==> src/core/lsu_pkg.sv <==
// package of the line serial unit: register indices, field layout, reset values,
// frame formats and the small decode functions shared by the design.
// assumes a classic Wishbone slave with 32-bit data; register i sits at byte 4*i.
// Overview of operation
// - activation 0 keeps the state machine idle with no frame-buffer reads.
// - while idle, idle buffer select picks which buffer the processor reaches.
// - open-drain select: 0 push-pull, 1 open-drain on both serial outputs.
// - double clock select: 0 one bit per bit clock, 1 two clocks per bit.
// - rate select picks 1x6, 1x12, 2x32 or 1x64 slot frame formats.
// - control register resets to 02 hex: idle, single clock, push-pull, 2x32.
// - status bit 15 shows which buffer is the active port buffer.
// - buffer index changes as soon as the two buffers swap roles.
// - unused control and status bits read as zero.
// - mask bit 0 tri-states its slot group, 1 drives it; mask resets to 0.
// - group length, slots and output per mask bit follow the rate select.
// - in 6 and 12 slot formats bit n is slot n on first output only.
// - in 2x32 format bits 0-7 group four slots first line, 8-15 second.
// - in 64 slot format bit n covers slots 4n to 4n+3 on first output.
package lsu_pkg;
	// register indices (byte address is four times the index)
	localparam logic [15:0] LSU_IDX_CTRL = 16'hD040;
	localparam logic [15:0] LSU_IDX_STAT = 16'hD041;
	localparam logic [15:0] LSU_IDX_MASK_SET = 16'hD042;
	localparam logic [15:0] LSU_IDX_MASK_CLR = 16'hD043;
	localparam logic [15:0] LSU_IDX_MASK_RD = 16'hD044;
	// reset values and field layout
	localparam logic [15:0] LSU_CTRL_RST = 16'h0002;
	localparam logic [15:0] LSU_MASK_RST = 16'h0000;
	localparam logic [15:0] LSU_CTRL_USED = 16'h003F;
	localparam int LSU_CTRL_W = 6;
	localparam int LSU_STAT_IDX_BIT = 15;
	// buffer sizes
	localparam int LSU_FBUF_DEPTH = 64;
	localparam int LSU_FIFO_DEPTH = 8;
	localparam logic [5:0] LSU_LINE2_BASE = 6'h20;

	typedef enum logic [1:0] {
		RATE_1X6 = 2'b00,
		RATE_1X12 = 2'b01,
		RATE_2X32 = 2'b10,
		RATE_1X64 = 2'b11
	} lsu_rate_e;

	typedef enum logic [1:0] {
		ST_IDLE = 2'b00,
		ST_WAIT = 2'b01,
		ST_RUN = 2'b10,
		ST_DONE = 2'b11
	} lsu_state_e;

	// control fields, bit 5 down to bit 0
	typedef struct packed {
		logic idle_buffer_select;
		logic active;
		logic open_drain_select;
		logic double_clock_select;
		lsu_rate_e rate_select;
	} lsu_ctrl_s;

	typedef struct packed {
		logic valid;
		logic [3:0] idx;
	} lsu_mask_sel_s;

	// slots per line in the chosen format
	function automatic logic [6:0] lsu_slots_per_line(input lsu_rate_e r);
		unique case (r)
			RATE_1X6: return 7'h06;
			RATE_1X12: return 7'h0C;
			RATE_2X32: return 7'h20;
			RATE_1X64: return 7'h40;
		endcase
	endfunction : lsu_slots_per_line

	// bytes per frame over both lines
	function automatic logic [6:0] lsu_frame_bytes(input lsu_rate_e r);
		return (r == RATE_2X32) ? 7'h40 : lsu_slots_per_line(r);
	endfunction : lsu_frame_bytes

	// which mask bit governs a slot on a line
	function automatic lsu_mask_sel_s lsu_mask_index(input lsu_rate_e r, input logic line,
			input logic [5:0] slot);
		lsu_mask_sel_s s;
		s.valid = 1'b0;
		s.idx = 4'h0;
		unique case (r)
			RATE_1X6, RATE_1X12: begin
				s.valid = !line;
				s.idx = slot[3:0];
			end
			RATE_2X32: begin
				s.valid = 1'b1;
				s.idx = {line, slot[4:2]};
			end
			RATE_1X64: begin
				s.valid = !line;
				s.idx = slot[5:2];
			end
		endcase
		return s;
	endfunction : lsu_mask_index

	// byte-lane mask of a 16-bit register
	function automatic logic [15:0] lsu_lane_mask(input logic [1:0] sel);
		return {{8{sel[1]}}, {8{sel[0]}}};
	endfunction : lsu_lane_mask
endpackage : lsu_pkg

==> src/core/lsu_line_serial_unit.sv <==
// line serial unit: Wishbone registers, ping-pong frame buffers fed through a FIFO,
// and the two-line slot serialiser with per-group tri-state control.
// assumes bit clock and frame sync pins are asynchronous and far slower than core_clk_i.
`timescale 1ns/100ps

module lsu_fifo #(
	parameter int W = 8,
	parameter int D = 8
) (
	// clock and reset
	input wire logic clk_i,
	input wire logic rstn_i,
	// fill side
	input wire logic in_valid_i,
	input wire logic [W-1:0] in_data_i,
	output logic in_ready_o,
	// drain side
	output logic out_valid_o,
	output logic [W-1:0] out_data_o,
	input wire logic out_ready_i
);
	localparam int AW = $clog2(D);
	logic [W-1:0] mem [0:D-1];
	logic [AW-1:0] wr_reg;
	logic [AW-1:0] rd_reg;
	logic [AW:0] cnt_reg;
	logic [AW:0] cnt_next;
	logic full_reg;
	logic empty_reg;
	wire push = in_valid_i && !full_reg;
	wire pop = out_ready_i && !empty_reg;

	// flags are flops so in_ready_o and out_valid_o come straight from registers
	assign cnt_next = cnt_reg + {{AW{1'b0}}, push} - {{AW{1'b0}}, pop};
	assign in_ready_o = !full_reg;
	assign out_valid_o = !empty_reg;
	assign out_data_o = mem[rd_reg];

	// storage has no reset, only pointers, count and flags do
	always_ff @(posedge clk_i) begin
		if (push) begin
			mem[wr_reg] <= in_data_i;
		end
	end

	// pointers wrap at the power-of-two depth
	always_ff @(posedge clk_i or negedge rstn_i) begin
		if (!rstn_i) begin
			wr_reg <= '0;
			rd_reg <= '0;
			cnt_reg <= '0;
			full_reg <= 1'b0;
			empty_reg <= 1'b1;
		end else begin
			wr_reg <= wr_reg + AW'(push);
			rd_reg <= rd_reg + AW'(pop);
			cnt_reg <= cnt_next;
			full_reg <= (cnt_next == (AW+1)'(D));
			empty_reg <= (cnt_next == '0);
		end
	end
endmodule : lsu_fifo

module lsu_line_serial_unit import lsu_pkg::*; #(
	parameter int ADR_W = 18,
	parameter int FIFO_DEPTH = LSU_FIFO_DEPTH
) (
	// clock and reset
	input wire logic core_clk_i,
	input wire logic rstn_i,
	// wishbone slave
	input wire logic wb_cyc_i,
	input wire logic wb_stb_i,
	input wire logic wb_we_i,
	input wire logic [ADR_W-1:0] wb_adr_i,
	input wire logic [3:0] wb_sel_i,
	input wire logic [31:0] wb_dat_i,
	output logic [31:0] wb_dat_o,
	output logic wb_ack_o,
	// processor frame data stream into the processor-side buffer
	input wire logic tx_valid_i,
	input wire logic [7:0] tx_data_i,
	output logic tx_ready_o,
	// serial bus pins
	input wire logic bit_clock_pin_i,
	input wire logic frame_sync_i,
	output logic serial_out_first_o,
	output logic serial_out_first_oe_n_o,
	output logic serial_out_second_o,
	output logic serial_out_second_oe_n_o
);
	logic [15:0] ctrl_reg;
	logic [15:0] mask_reg;
	logic [31:0] dat_reg;
	logic ack_reg;
	lsu_state_e state_reg;
	lsu_state_e state_next;
	logic buf_idx_reg;
	logic buf_idx_next;
	logic [5:0] slot_reg;
	logic [5:0] slot_next;
	logic [2:0] bit_reg;
	logic [2:0] bit_next;
	logic phase_reg;
	logic dc_prev_adv_reg;
	logic [6:0] wr_ptr_reg;
	logic [2:0] bclk_sync;
	logic [2:0] fs_sync;
	logic [1:0] out_reg;
	logic [1:0] oe_n_reg;
	logic [7:0] fbuf [0:1][0:LSU_FBUF_DEPTH-1];
	logic fifo_valid;
	logic [7:0] fifo_data;
	lsu_ctrl_s ctrl;

	// bus decode
	wire [15:0] adr_idx = wb_adr_i[17:2];
	wire req = wb_cyc_i && wb_stb_i && !ack_reg;
	wire wr = req && wb_we_i;
	wire hit_ctrl = (adr_idx == LSU_IDX_CTRL);
	wire hit_stat = (adr_idx == LSU_IDX_STAT);
	wire hit_set = (adr_idx == LSU_IDX_MASK_SET);
	wire hit_clr = (adr_idx == LSU_IDX_MASK_CLR);
	wire hit_mrd = (adr_idx == LSU_IDX_MASK_RD);
	wire [15:0] lanes = lsu_lane_mask(wb_sel_i[1:0]);
	wire [15:0] wdat = wb_dat_i[15:0] & lanes;
	wire [15:0] ctrl_wr = ((ctrl_reg & ~lanes) | wdat) & LSU_CTRL_USED;
	wire [15:0] stat_word = {buf_idx_reg, 15'h0000};
	wire [15:0] rd_word = hit_ctrl ? ctrl_reg :
			hit_stat ? stat_word :
			(hit_set || hit_clr || hit_mrd) ? mask_reg : 16'h0000;
	assign ctrl = lsu_ctrl_s'(ctrl_reg[LSU_CTRL_W-1:0]);

	// pin synchronisers; stage 0 feeds only stage 1
	wire clk_rise = bclk_sync[1] && !bclk_sync[2];
	wire fs_rise = fs_sync[1] && !fs_sync[2];

	// frame timing
	wire [6:0] spl = lsu_slots_per_line(ctrl.rate_select);
	wire last_slot = ({1'b0, slot_reg} == spl - 7'h01);
	wire frame_start = fs_rise && ctrl.active && (state_reg != ST_IDLE);
	// double clock advances on every second rising edge only
	wire bit_adv = (state_reg == ST_RUN) && clk_rise && !fs_rise &&
			(!ctrl.double_clock_select || phase_reg);
	wire frame_end = bit_adv && (bit_reg == 3'h7) && last_slot;

	// state machine: idle without activation, waits for the first frame sync
	always_comb begin
		state_next = state_reg;
		unique case (state_reg)
			ST_IDLE: if (ctrl.active) state_next = ST_WAIT;
			ST_WAIT, ST_RUN, ST_DONE: begin
				if (!ctrl.active) begin
					state_next = ST_IDLE;
				end else if (frame_start) begin
					state_next = ST_RUN;
				end else if (frame_end) begin
					state_next = ST_DONE;
				end
			end
		endcase
	end

	// buffer roles: chosen by software when idle, swapped at each frame start
	always_comb begin
		buf_idx_next = buf_idx_reg;
		if (state_reg == ST_IDLE) begin
			buf_idx_next = !ctrl.idle_buffer_select;
		end else if (frame_start) begin
			buf_idx_next = !buf_idx_reg;
		end
	end

	// slot and bit pointer, msb of each slot first
	always_comb begin
		slot_next = slot_reg;
		bit_next = bit_reg;
		if (frame_start) begin
			slot_next = 6'h00;
			bit_next = 3'h0;
		end else if (bit_adv && !last_slot && (bit_reg == 3'h7)) begin
			slot_next = slot_reg + 6'h01;
			bit_next = 3'h0;
		end else if (bit_adv && (bit_reg != 3'h7)) begin
			bit_next = bit_reg + 3'h1;
		end
	end

	// output bit and drive decision per line
	wire run_nx = (state_next == ST_RUN);
	wire [5:0] adr_first = slot_next;
	wire [5:0] adr_second = slot_next | LSU_LINE2_BASE;
	wire [7:0] byte_first = fbuf[buf_idx_next][adr_first];
	wire [7:0] byte_second = fbuf[buf_idx_next][adr_second];
	wire [2:0] bit_pos = 3'h7 - bit_next;
	wire [1:0] bit_val = {byte_second[bit_pos], byte_first[bit_pos]};
	wire lsu_mask_sel_s sel_first = lsu_mask_index(ctrl.rate_select, 1'b0, slot_next);
	wire lsu_mask_sel_s sel_second = lsu_mask_index(ctrl.rate_select, 1'b1, slot_next);
	wire [1:0] drive = {run_nx && sel_second.valid && mask_reg[sel_second.idx],
			run_nx && sel_first.valid && mask_reg[sel_first.idx]};
	// open drain pulls low only, a one is left to the bus pull-up
	wire [1:0] out_nx = ctrl.open_drain_select ? 2'b00 : (bit_val & drive);
	wire [1:0] oe_n_nx = ctrl.open_drain_select ? ~(drive & ~bit_val) : ~drive;

	// fifo drain into the processor buffer, stalled when full for this frame or at a swap
	wire proc_buf = !buf_idx_reg;
	wire drain_ready = (wr_ptr_reg < lsu_frame_bytes(ctrl.rate_select)) &&
			(buf_idx_next == buf_idx_reg);
	wire drain = fifo_valid && drain_ready;

	lsu_fifo #(
		.W(8),
		.D(FIFO_DEPTH)
	) u_fifo (
		.clk_i(core_clk_i),
		.rstn_i(rstn_i),
		.in_valid_i(tx_valid_i),
		.in_data_i(tx_data_i),
		.in_ready_o(tx_ready_o),
		.out_valid_o(fifo_valid),
		.out_data_o(fifo_data),
		.out_ready_i(drain_ready)
	);

	// frame buffer storage, written only on the processor side
	always_ff @(posedge core_clk_i) begin
		if (drain) begin
			fbuf[proc_buf][wr_ptr_reg[5:0]] <= fifo_data;
		end
	end

	// register file and bus answer one cycle after the strobe
	always_ff @(posedge core_clk_i or negedge rstn_i) begin
		if (!rstn_i) begin
			ctrl_reg <= LSU_CTRL_RST;
			mask_reg <= LSU_MASK_RST;
			dat_reg <= 32'h0000_0000;
			ack_reg <= 1'b0;
		end else begin
			ack_reg <= req;
			if (req) begin
				dat_reg <= {16'h0000, rd_word};
			end
			if (wr && hit_ctrl) begin
				ctrl_reg <= ctrl_wr;
			end
			if (wr && hit_set) begin
				mask_reg <= mask_reg | wdat;
			end else if (wr && hit_clr) begin
				mask_reg <= mask_reg & ~wdat;
			end
		end
	end

	// serial engine state
	always_ff @(posedge core_clk_i or negedge rstn_i) begin
		if (!rstn_i) begin
			state_reg <= ST_IDLE;
			buf_idx_reg <= 1'b1;
			slot_reg <= 6'h00;
			bit_reg <= 3'h0;
			phase_reg <= 1'b0;
			wr_ptr_reg <= 7'h00;
			bclk_sync <= 3'h0;
			fs_sync <= 3'h0;
			out_reg <= 2'b00;
			oe_n_reg <= 2'b11;
		end else begin
			bclk_sync <= {bclk_sync[1:0], bit_clock_pin_i};
			fs_sync <= {fs_sync[1:0], frame_sync_i};
			state_reg <= state_next;
			buf_idx_reg <= buf_idx_next;
			slot_reg <= slot_next;
			bit_reg <= bit_next;
			if (frame_start) begin
				phase_reg <= 1'b0;
			end else if (clk_rise && ctrl.double_clock_select) begin
				phase_reg <= !phase_reg;
			end
			if (buf_idx_next != buf_idx_reg) begin
				wr_ptr_reg <= 7'h00;
			end else if (drain) begin
				wr_ptr_reg <= wr_ptr_reg + 7'h01;
			end
			out_reg <= out_nx;
			oe_n_reg <= oe_n_nx;
		end
	end

	assign wb_dat_o = dat_reg;
	assign wb_ack_o = ack_reg;
	assign serial_out_first_o = out_reg[0];
	assign serial_out_second_o = out_reg[1];
	assign serial_out_first_oe_n_o = oe_n_reg[0];
	assign serial_out_second_oe_n_o = oe_n_reg[1];

	// check helper: whether the last bit clock rise advanced a bit under double clock,
	// kept apart from phase_reg so the pace check does not lean on the logic it guards
	always_ff @(posedge core_clk_i or negedge rstn_i) begin
		if (!rstn_i) begin
			dc_prev_adv_reg <= 1'b0;
		end else if (frame_start) begin
			dc_prev_adv_reg <= 1'b0;
		end else if (clk_rise) begin
			dc_prev_adv_reg <= bit_adv && ctrl.double_clock_select;
		end
	end
endmodule : lsu_line_serial_unit

==> config.mk <==
export PLATFORM = sky130hd
export DESIGN_NAME = lsu_line_serial_unit
export DESIGN_NICKNAME = d
export VERILOG_FILES = /design/src/core/lsu_pkg.sv /design/src/core/lsu_line_serial_unit.sv
export SDC_FILE = /design/constraint.sdc
export NUM_CORES = 2
export LEC_CHECK = 0
export BUFFER_PORTS_ARGS = -buffer_cell sky130_fd_sc_hd__buf_2
export CAP_MARGIN = 40
export CORE_UTILIZATION = 45
export CTS_CLUSTER_SIZE = 25
export DETAILED_ROUTE_END_ITERATION = 10
export PLACE_DENSITY = 0.65
export SYNTH_ARGS = -nofsm -noshare
export SYNTH_HDL_FRONTEND = slang
export SYNTH_SLANG_ARGS = --single-unit
==> constraint.sdc <==
create_clock -name core_clk_i -period 12.1 [get_ports core_clk_i]
set_input_delay 1.21 -clock core_clk_i [delete_from_list [all_inputs] [get_ports core_clk_i]]
set_output_delay 1.21 -clock core_clk_i [all_outputs]
set_load 0.02 [all_outputs]
=== Yosys cells after proc, flatten, opt, wreduce, memory -nomap -nowiden ===
Memory sizes are Yosys's and may differ from the RTL's.
Cells that the tools add are included.

* Memories: 2
* Input bits: 70
* Flip-flop bits (word level): 81
* Output and inout bits: 38
* Bits in writable memories: 1088

{| class="wikitable"
|+ Memories
! name !! words !! width !! read ports !! clocked after memory_dff !! write ports !! RTL line !! text
|-
| fbuf || 2 || 512 || 1 || 0 || 1 || lsu_line_serial_unit.sv:111 || <nowiki>logic [7:0] fbuf [0:1][0:LSU_FBUF_DEPTH-1];</nowiki>
|-
| u_fifo.mem || 8 || 8 || 1 || 0 || 1 || lsu_line_serial_unit.sv:23 || <nowiki>logic [W-1:0] mem [0:D-1];</nowiki>
|}

* Multiplexer cells: 48
* Bitwise operators: 15
* Eq/ne operators: 18
* $add $sub $neg: 9
* Magnitude comparators: 8
* Reductions and logical operators: 50

{| class="wikitable"
|+ Operator list
! cell !! count
|-
| 512-bit two-way mux || 1
|-
| 8-bit binary-select mux with 6-bit select || 2
|-
| 16-bit == test (second input constant) || 5
|-
| 16-bit two-way mux || 5
|-
| 8-bit demux with 6-bit select || 1
|-
| 8-bit two-way mux || 5
|-
| 16-bit bitwise AND || 2
|-
| 5-bit case mux with 3 select lines || 2
|-
| 7-bit case mux with 4 select lines || 1
|-
| 1-bit logical AND || 27
|-
| 7-bit >= comparator (second input constant) || 3
|-
| 7-bit two-way mux || 3
|-
| 6-bit NOT with 7-bit output || 3
|-
| 7-bit case mux with 3 select lines || 1
|-
| 16-bit NOT || 1
|-
| 16-bit bitwise OR || 1
|-
| 2-bit two-way mux || 6
|-
| 6-bit two-way mux || 2
|-
| 1-bit zero test || 11
|-
| 1-bit two-way mux || 11
|-
| 2-bit == test (second input constant) || 5
|-
| 4-bit by 5-bit < comparator with 1-bit output (second input constant) || 2
|-
| 3-bit two-way mux || 3
|-
| 1-bit binary-select mux with 4-bit select || 2
|-
| other kinds (31) || 43
|}

=== Logic depth before layout (Yosys ltp) ===
* Depth after elaboration: 19
* Mapped depth: 18

=== By module ===
A second synthesis with hierarchy kept.

* Cell total of the unflattened synthesis: 3706
* Area, all modules: 48013.5 um^2

{| class="wikitable"
|+ By module, submodules not included
! module !! area each (um^2) !! times used !! cells each
|-
| lsu_line_serial_unit || 44940.6 || 1 || 3559
|-
| lsu_fifo || 3072.9 || 1 || 147
|}

=== Least setup slack after synthesis ===
Ideal clock, no wire load.

* Path kind: reg-to-reg
* Start: register with a tool-made name
* End: register u_fifo.full_reg
* Required time: 12.027 ns
* Path slack: 8.287 ns
* Cell stages (with the launch flop): 17
* Arrival: 3.740 ns
* Library setup time: 0.073 ns
* Cell sequence: dfstp_2 buf_1 inv_1 nand2_1 ha_1 o21ai_0 nand2_1 a211oi_1 nor2b_1 ha_1 inv_1 ha_1 inv_1 fa_1 inv_1 or3_1 nor2b_1

{| class="wikitable"
|+ RTL lines
! element !! RTL line !! text
|-
| end signal, assigned || lsu_line_serial_unit.sv:58 || <nowiki>full_reg <= (cnt_next == (AW+1)'(D));</nowiki>
|-
| end, declared || lsu_line_serial_unit.sv:28 || <nowiki>logic full_reg;</nowiki>
|}

=== Final worst setup path ===
* Start: register state_reg[0]
* End: register oe_n_reg[0]

* Word-level cells in the longest chain between the ends: 18
* Elaborated cells on any way between the ends: 46
* Those cells by class: add/sub: 1; eq/ne: 4; mux: 21; bitwise: 5; reduce/logical: 14; memory: 1

{| class="wikitable"
|+ RTL lines
! element !! RTL line !! text
|-
| start, declared || lsu_line_serial_unit.sv:96 || <nowiki>lsu_state_e state_reg;</nowiki>
|-
| start signal, assigned || lsu_line_serial_unit.sv:271 || <nowiki>state_reg <= state_next;</nowiki>
|-
| 2-bit == test || lsu_line_serial_unit.sv:143, lsu_line_serial_unit.sv:150 ||
|-
| 1-bit logical AND (3 in series) || lsu_line_serial_unit.sv:143 || <nowiki>wire bit_adv = (state_reg == ST_RUN) && clk_rise && !fs_rise &&</nowiki>
|-
| 1-bit logical AND (2 in series) || lsu_line_serial_unit.sv:181 || <nowiki>end else if (bit_adv && !last_slot && (bit_reg == 3'h7)) begin</nowiki>
|-
| 6-bit two-way mux || lsu_line_serial_unit.sv:181 ||
|-
| 6-bit two-way mux || lsu_line_serial_unit.sv:178 || <nowiki>if (frame_start) begin</nowiki>
|-
| 6-bit NOT with 7-bit output (implied by the code) || lsu_line_serial_unit.sv:193 || <nowiki>wire [7:0] byte_first = fbuf[buf_idx_next][adr_first];</nowiki>
|-
| 8-bit binary-select mux with 6-bit select || lsu_line_serial_unit.sv:193 ||
|-
| 8-bit two-way mux (implied by the code) (2 in series) || lsu_line_serial_unit.sv:193 ||
|-
| 1-bit binary-select mux with 3-bit select || lsu_line_serial_unit.sv:196 || <nowiki>wire [1:0] bit_val = {byte_second[bit_pos], byte_first[bit_pos]};</nowiki>
|-
| 1-bit two-way mux (implied by the code) || lsu_line_serial_unit.sv:196 ||
|-
| 2-bit NOT || lsu_line_serial_unit.sv:203 || <nowiki>wire [1:0] oe_n_nx = ctrl.open_drain_select ? ~(drive & ~bit_val) : ~drive;</nowiki>
|-
| 2-bit bitwise AND || lsu_line_serial_unit.sv:203 ||
|-
| 2-bit NOT || lsu_line_serial_unit.sv:203 ||
|-
| 2-bit two-way mux * || lsu_line_serial_unit.sv:203 ||
|-
| via oe_n_nx[0] || lsu_line_serial_unit.sv:203 ||
|-
| end signal, assigned || lsu_line_serial_unit.sv:286 || <nowiki>oe_n_reg <= oe_n_nx;</nowiki>
|-
| end, declared || lsu_line_serial_unit.sv:110 || <nowiki>logic [1:0] oe_n_reg;</nowiki>
|}

The timed path passes the listed nets; every way through them passes the cells marked *. The select of a mux whose other input is x is not followed.
A chain may end at the register's enable or synchronous reset.

==> results.yml <==
worst_setup_path:
  cp_slowest_stage_delay_ps: 720
  crit_top_cell: "buf_4"
  cp_top_family: "buffers and inverters"
  crit_arrival_ps: 6680
  critPathBufInv: 3
  crit_chain: "nor2_1 > nand2_1 > o21ai_4 > buf_4 > buf_4 > buf_4 > nand2_1 > nand3_1 > nand3_1 > a311o_1 > nor4_1 > a211oi_1 > o21ai_1 > a21oi_1 > o31ai_1"
  cp_data_required_time_ps: 12690
  crit_path_end_kind: "flip-flop"
  critPathKind: "reg2reg"
  crit_path_top_delay_cell: "buf_4"
  crit_fanout: 66
  critPathLaunchType: "flip-flop"
detailed_routing:
  ant_nets: 0
  num_vias: 29400
  dr.first_iter.drc_count: 2867
  wl_um: 122300
  wire_per_inst_um: 24.06
  routed_via_density: 5.783
  drc_errors: 0
  first_pass_iters: 6
placement:
  hpwlAfterDp_um: 72270
  gp_congestion: 0.8781
  postPlaceCellArea_um2: 50500
  dpl_worst_slack_ps: 6044
  io_buffers: 71
clocking:
  ctsLongestPathBuffers: 3
  h-tree-depth: 3
  ctsResizeCount: 0
  path_clk_slew_ps: 60
  clockRootBuffer: "clkbuf_16"
  cts.sinks: 1169
  clk_latency_ps: 710
  numCtsBuffers: 117
  cts_setup_buffers: 0
  holdBufCountCts: 0
  cts_tree: "done"
finish:
  area_growth_pct: 11.40
  largest_register_ffs: 1024
  nets: 3669
  antenna_cells: 0
  fillers: 8993
  multi_input_area_um2: 12960
  seq_area_um2: 34700
  drive_gt1_share_pct: 11.11
  final_area_um2: 54240
logic_synthesis:
  synth_enable_flop_cells: 1088
  ys_ff_latch: 1169
  syn-mean-instance-area_um2: 13.75
  netlist_instances: 3541
  yosysWarnings: 0
  ys.flop_type: "edfxtp_1"
  yosysSeqAreaShare_pct: 71.27
  ys_types: 91
  synth_area_um2: 48690
  async_reset_ff_share_pct: 6.929
sta:
  fin_ws_ps: 6011
  setup_violations: 0
  slew_headroom_pct: 37.08
  tightest_slew_ps: 941.4
  slew_violations: 0
  period_share_pct: 50.32
  fin_setup_tns_ps: 0
  final-hold-violation-count: 0
  period_needed_ps: 6089
  max_freq_ghz: 0.1642
  rsz0062_at_grt: "false"
  skew_ps: 29.94
power:
  total_power_w: 0.01080
  leakage_nw: 20.46
  p_per_area_nw_per_um2: 199.2
  peakVddDrop_v: 0.0001655
flow_run:
  cap_violations: 0
floorplan:
  die_w_um: 330.9
  rows: 120
  initial_core_util_pct: 45.42
  io_pins: 108
  die_h_um: 330.9
  core_um2: 107200
  die_area_um2: 109500
global_route:
  gr-total-overflow: 0
  grt_max_degree: 139
  grt_pass1_wl_um: 181400
  antenna_found_initial: 1
  grt_usage_pct: 22.33
  grt_pass1_vias: 28290
min_path:
  min_path_type: "in2async"
outcome:
  outcome: "completed"
-- stage by stage --
step | hold slack [ps] | utilization [%] | instances
5_1_grt | 326.9 | 50.60 | 5084
2_1_floorplan | 331.2 | - | 3556
3_3_place_gp | 384.9 | 46.93 | 4851
4_1_cts | 296.7 | 50.57 | 5081
3_5_place_dp | 348.3 | 47.10 | 4864
6_report | 337.3 | 50.60 | 5084
-- area by class of cell --
cell class              count  share of cell area [%]
inverters                  25                  0.1984
repair buffers            138                   1.832
clock inverters            72                   1.112
clock buffers             145                   5.744
multi-input cells        2132                   23.90
flip-flops and latches   1169                   63.98
well taps                1403                   3.236
-- cell usage in the layout, fill, tap and decap left out, types with 56 or more instances in the layout --
cell,n
edfxtp_1,1088
nand2_1,699
nand3_1,366
mux2i_1,325
nor2_1,177
clkbuf_16,119
a21oi_1,78
dfrtp_1,76
buf_2,70
buf_4,56
-- cells in the mapped netlist, types with 11 or more instances --
cell type	n	area, um2
nor2b_1	11	68.82
mux2_2	52	585.6
a211oi_1	14	105.1
inv_1	16	60.06
buf_1	23	86.33
mux2i_1	325	3253
nor2_1	179	671.9
nand3_1	368	1842
nor3_1	22	110.1
ha_1	15	187.7
a31oi_1	12	75.07
a221oi_1	11	96.34
buf_2	73	365.4
o22ai_1	14	87.58
a21oi_1	78	390.4
edfxtp_1	1088	32670
buf_4	27	202.7
dfrtp_1	76	1902
mux4_2	16	360.4
clkbuf_1	102	382.9
a22oi_1	11	82.58
nand2_1	699	2624
and3_1	28	175.2
o211ai_1	19	142.6
o21ai_0	32	160.2
o21a_1	17	127.6
-- where the power goes --
part	internal, W	switching [W]	leakage [nW]
clock	0.00199	0.00151	1.82
combinational	0.000267	0.00137	7.79
sequential	0.00555	0.000113	10.8
total	0.00781	0.00299	20.5
-- cell families after synthesis --
kind of cell,count (synthesis),share of synthesized area (%)
buffers and inverters,255,2.439
other,1,0.007701
AO/OA/AOI/OAI,319,4.656
adder cells (fa/ha/maj),16,0.4266
flip-flops,1169,71.27
multiplexers,394,8.654
AND/OR/NAND/NOR,1369,12.22
XOR/XNOR,18,0.3238
-- path summary, 6_finish.rpt --
| kind | depth (start not counted) | endpoint | startpoint | slack [ps] |
|---|---|---|---|---|
| max in group asynchronous | 3 | oe_n_reg[0] | rstn_i | 10900 |
| setup reg to reg | 15 | oe_n_reg[0] | state_reg[0] | 6010 |
| hold / removal | 1 | u_fifo.wr_reg[0] | rstn_i | 340 |
| min in group core_clk_i | 0 | bclk_sync[1] | bclk_sync[0] | 370 |
| setup / recovery | 15 | oe_n_reg[0] | state_reg[0] | 6010 |
| hold reg to reg | 0 | bclk_sync[1] | bclk_sync[0] | 370 |
-- layer usage --
layer / wire (um) / track usage [%]
met1: 51040 / 30.99
met2: 57970 / 35.83
met3: 9501 / 3.623
met4: 3809 / 7.659
met5: 13 / 0
Note: power is estimated with default switching activity, not from simulation.
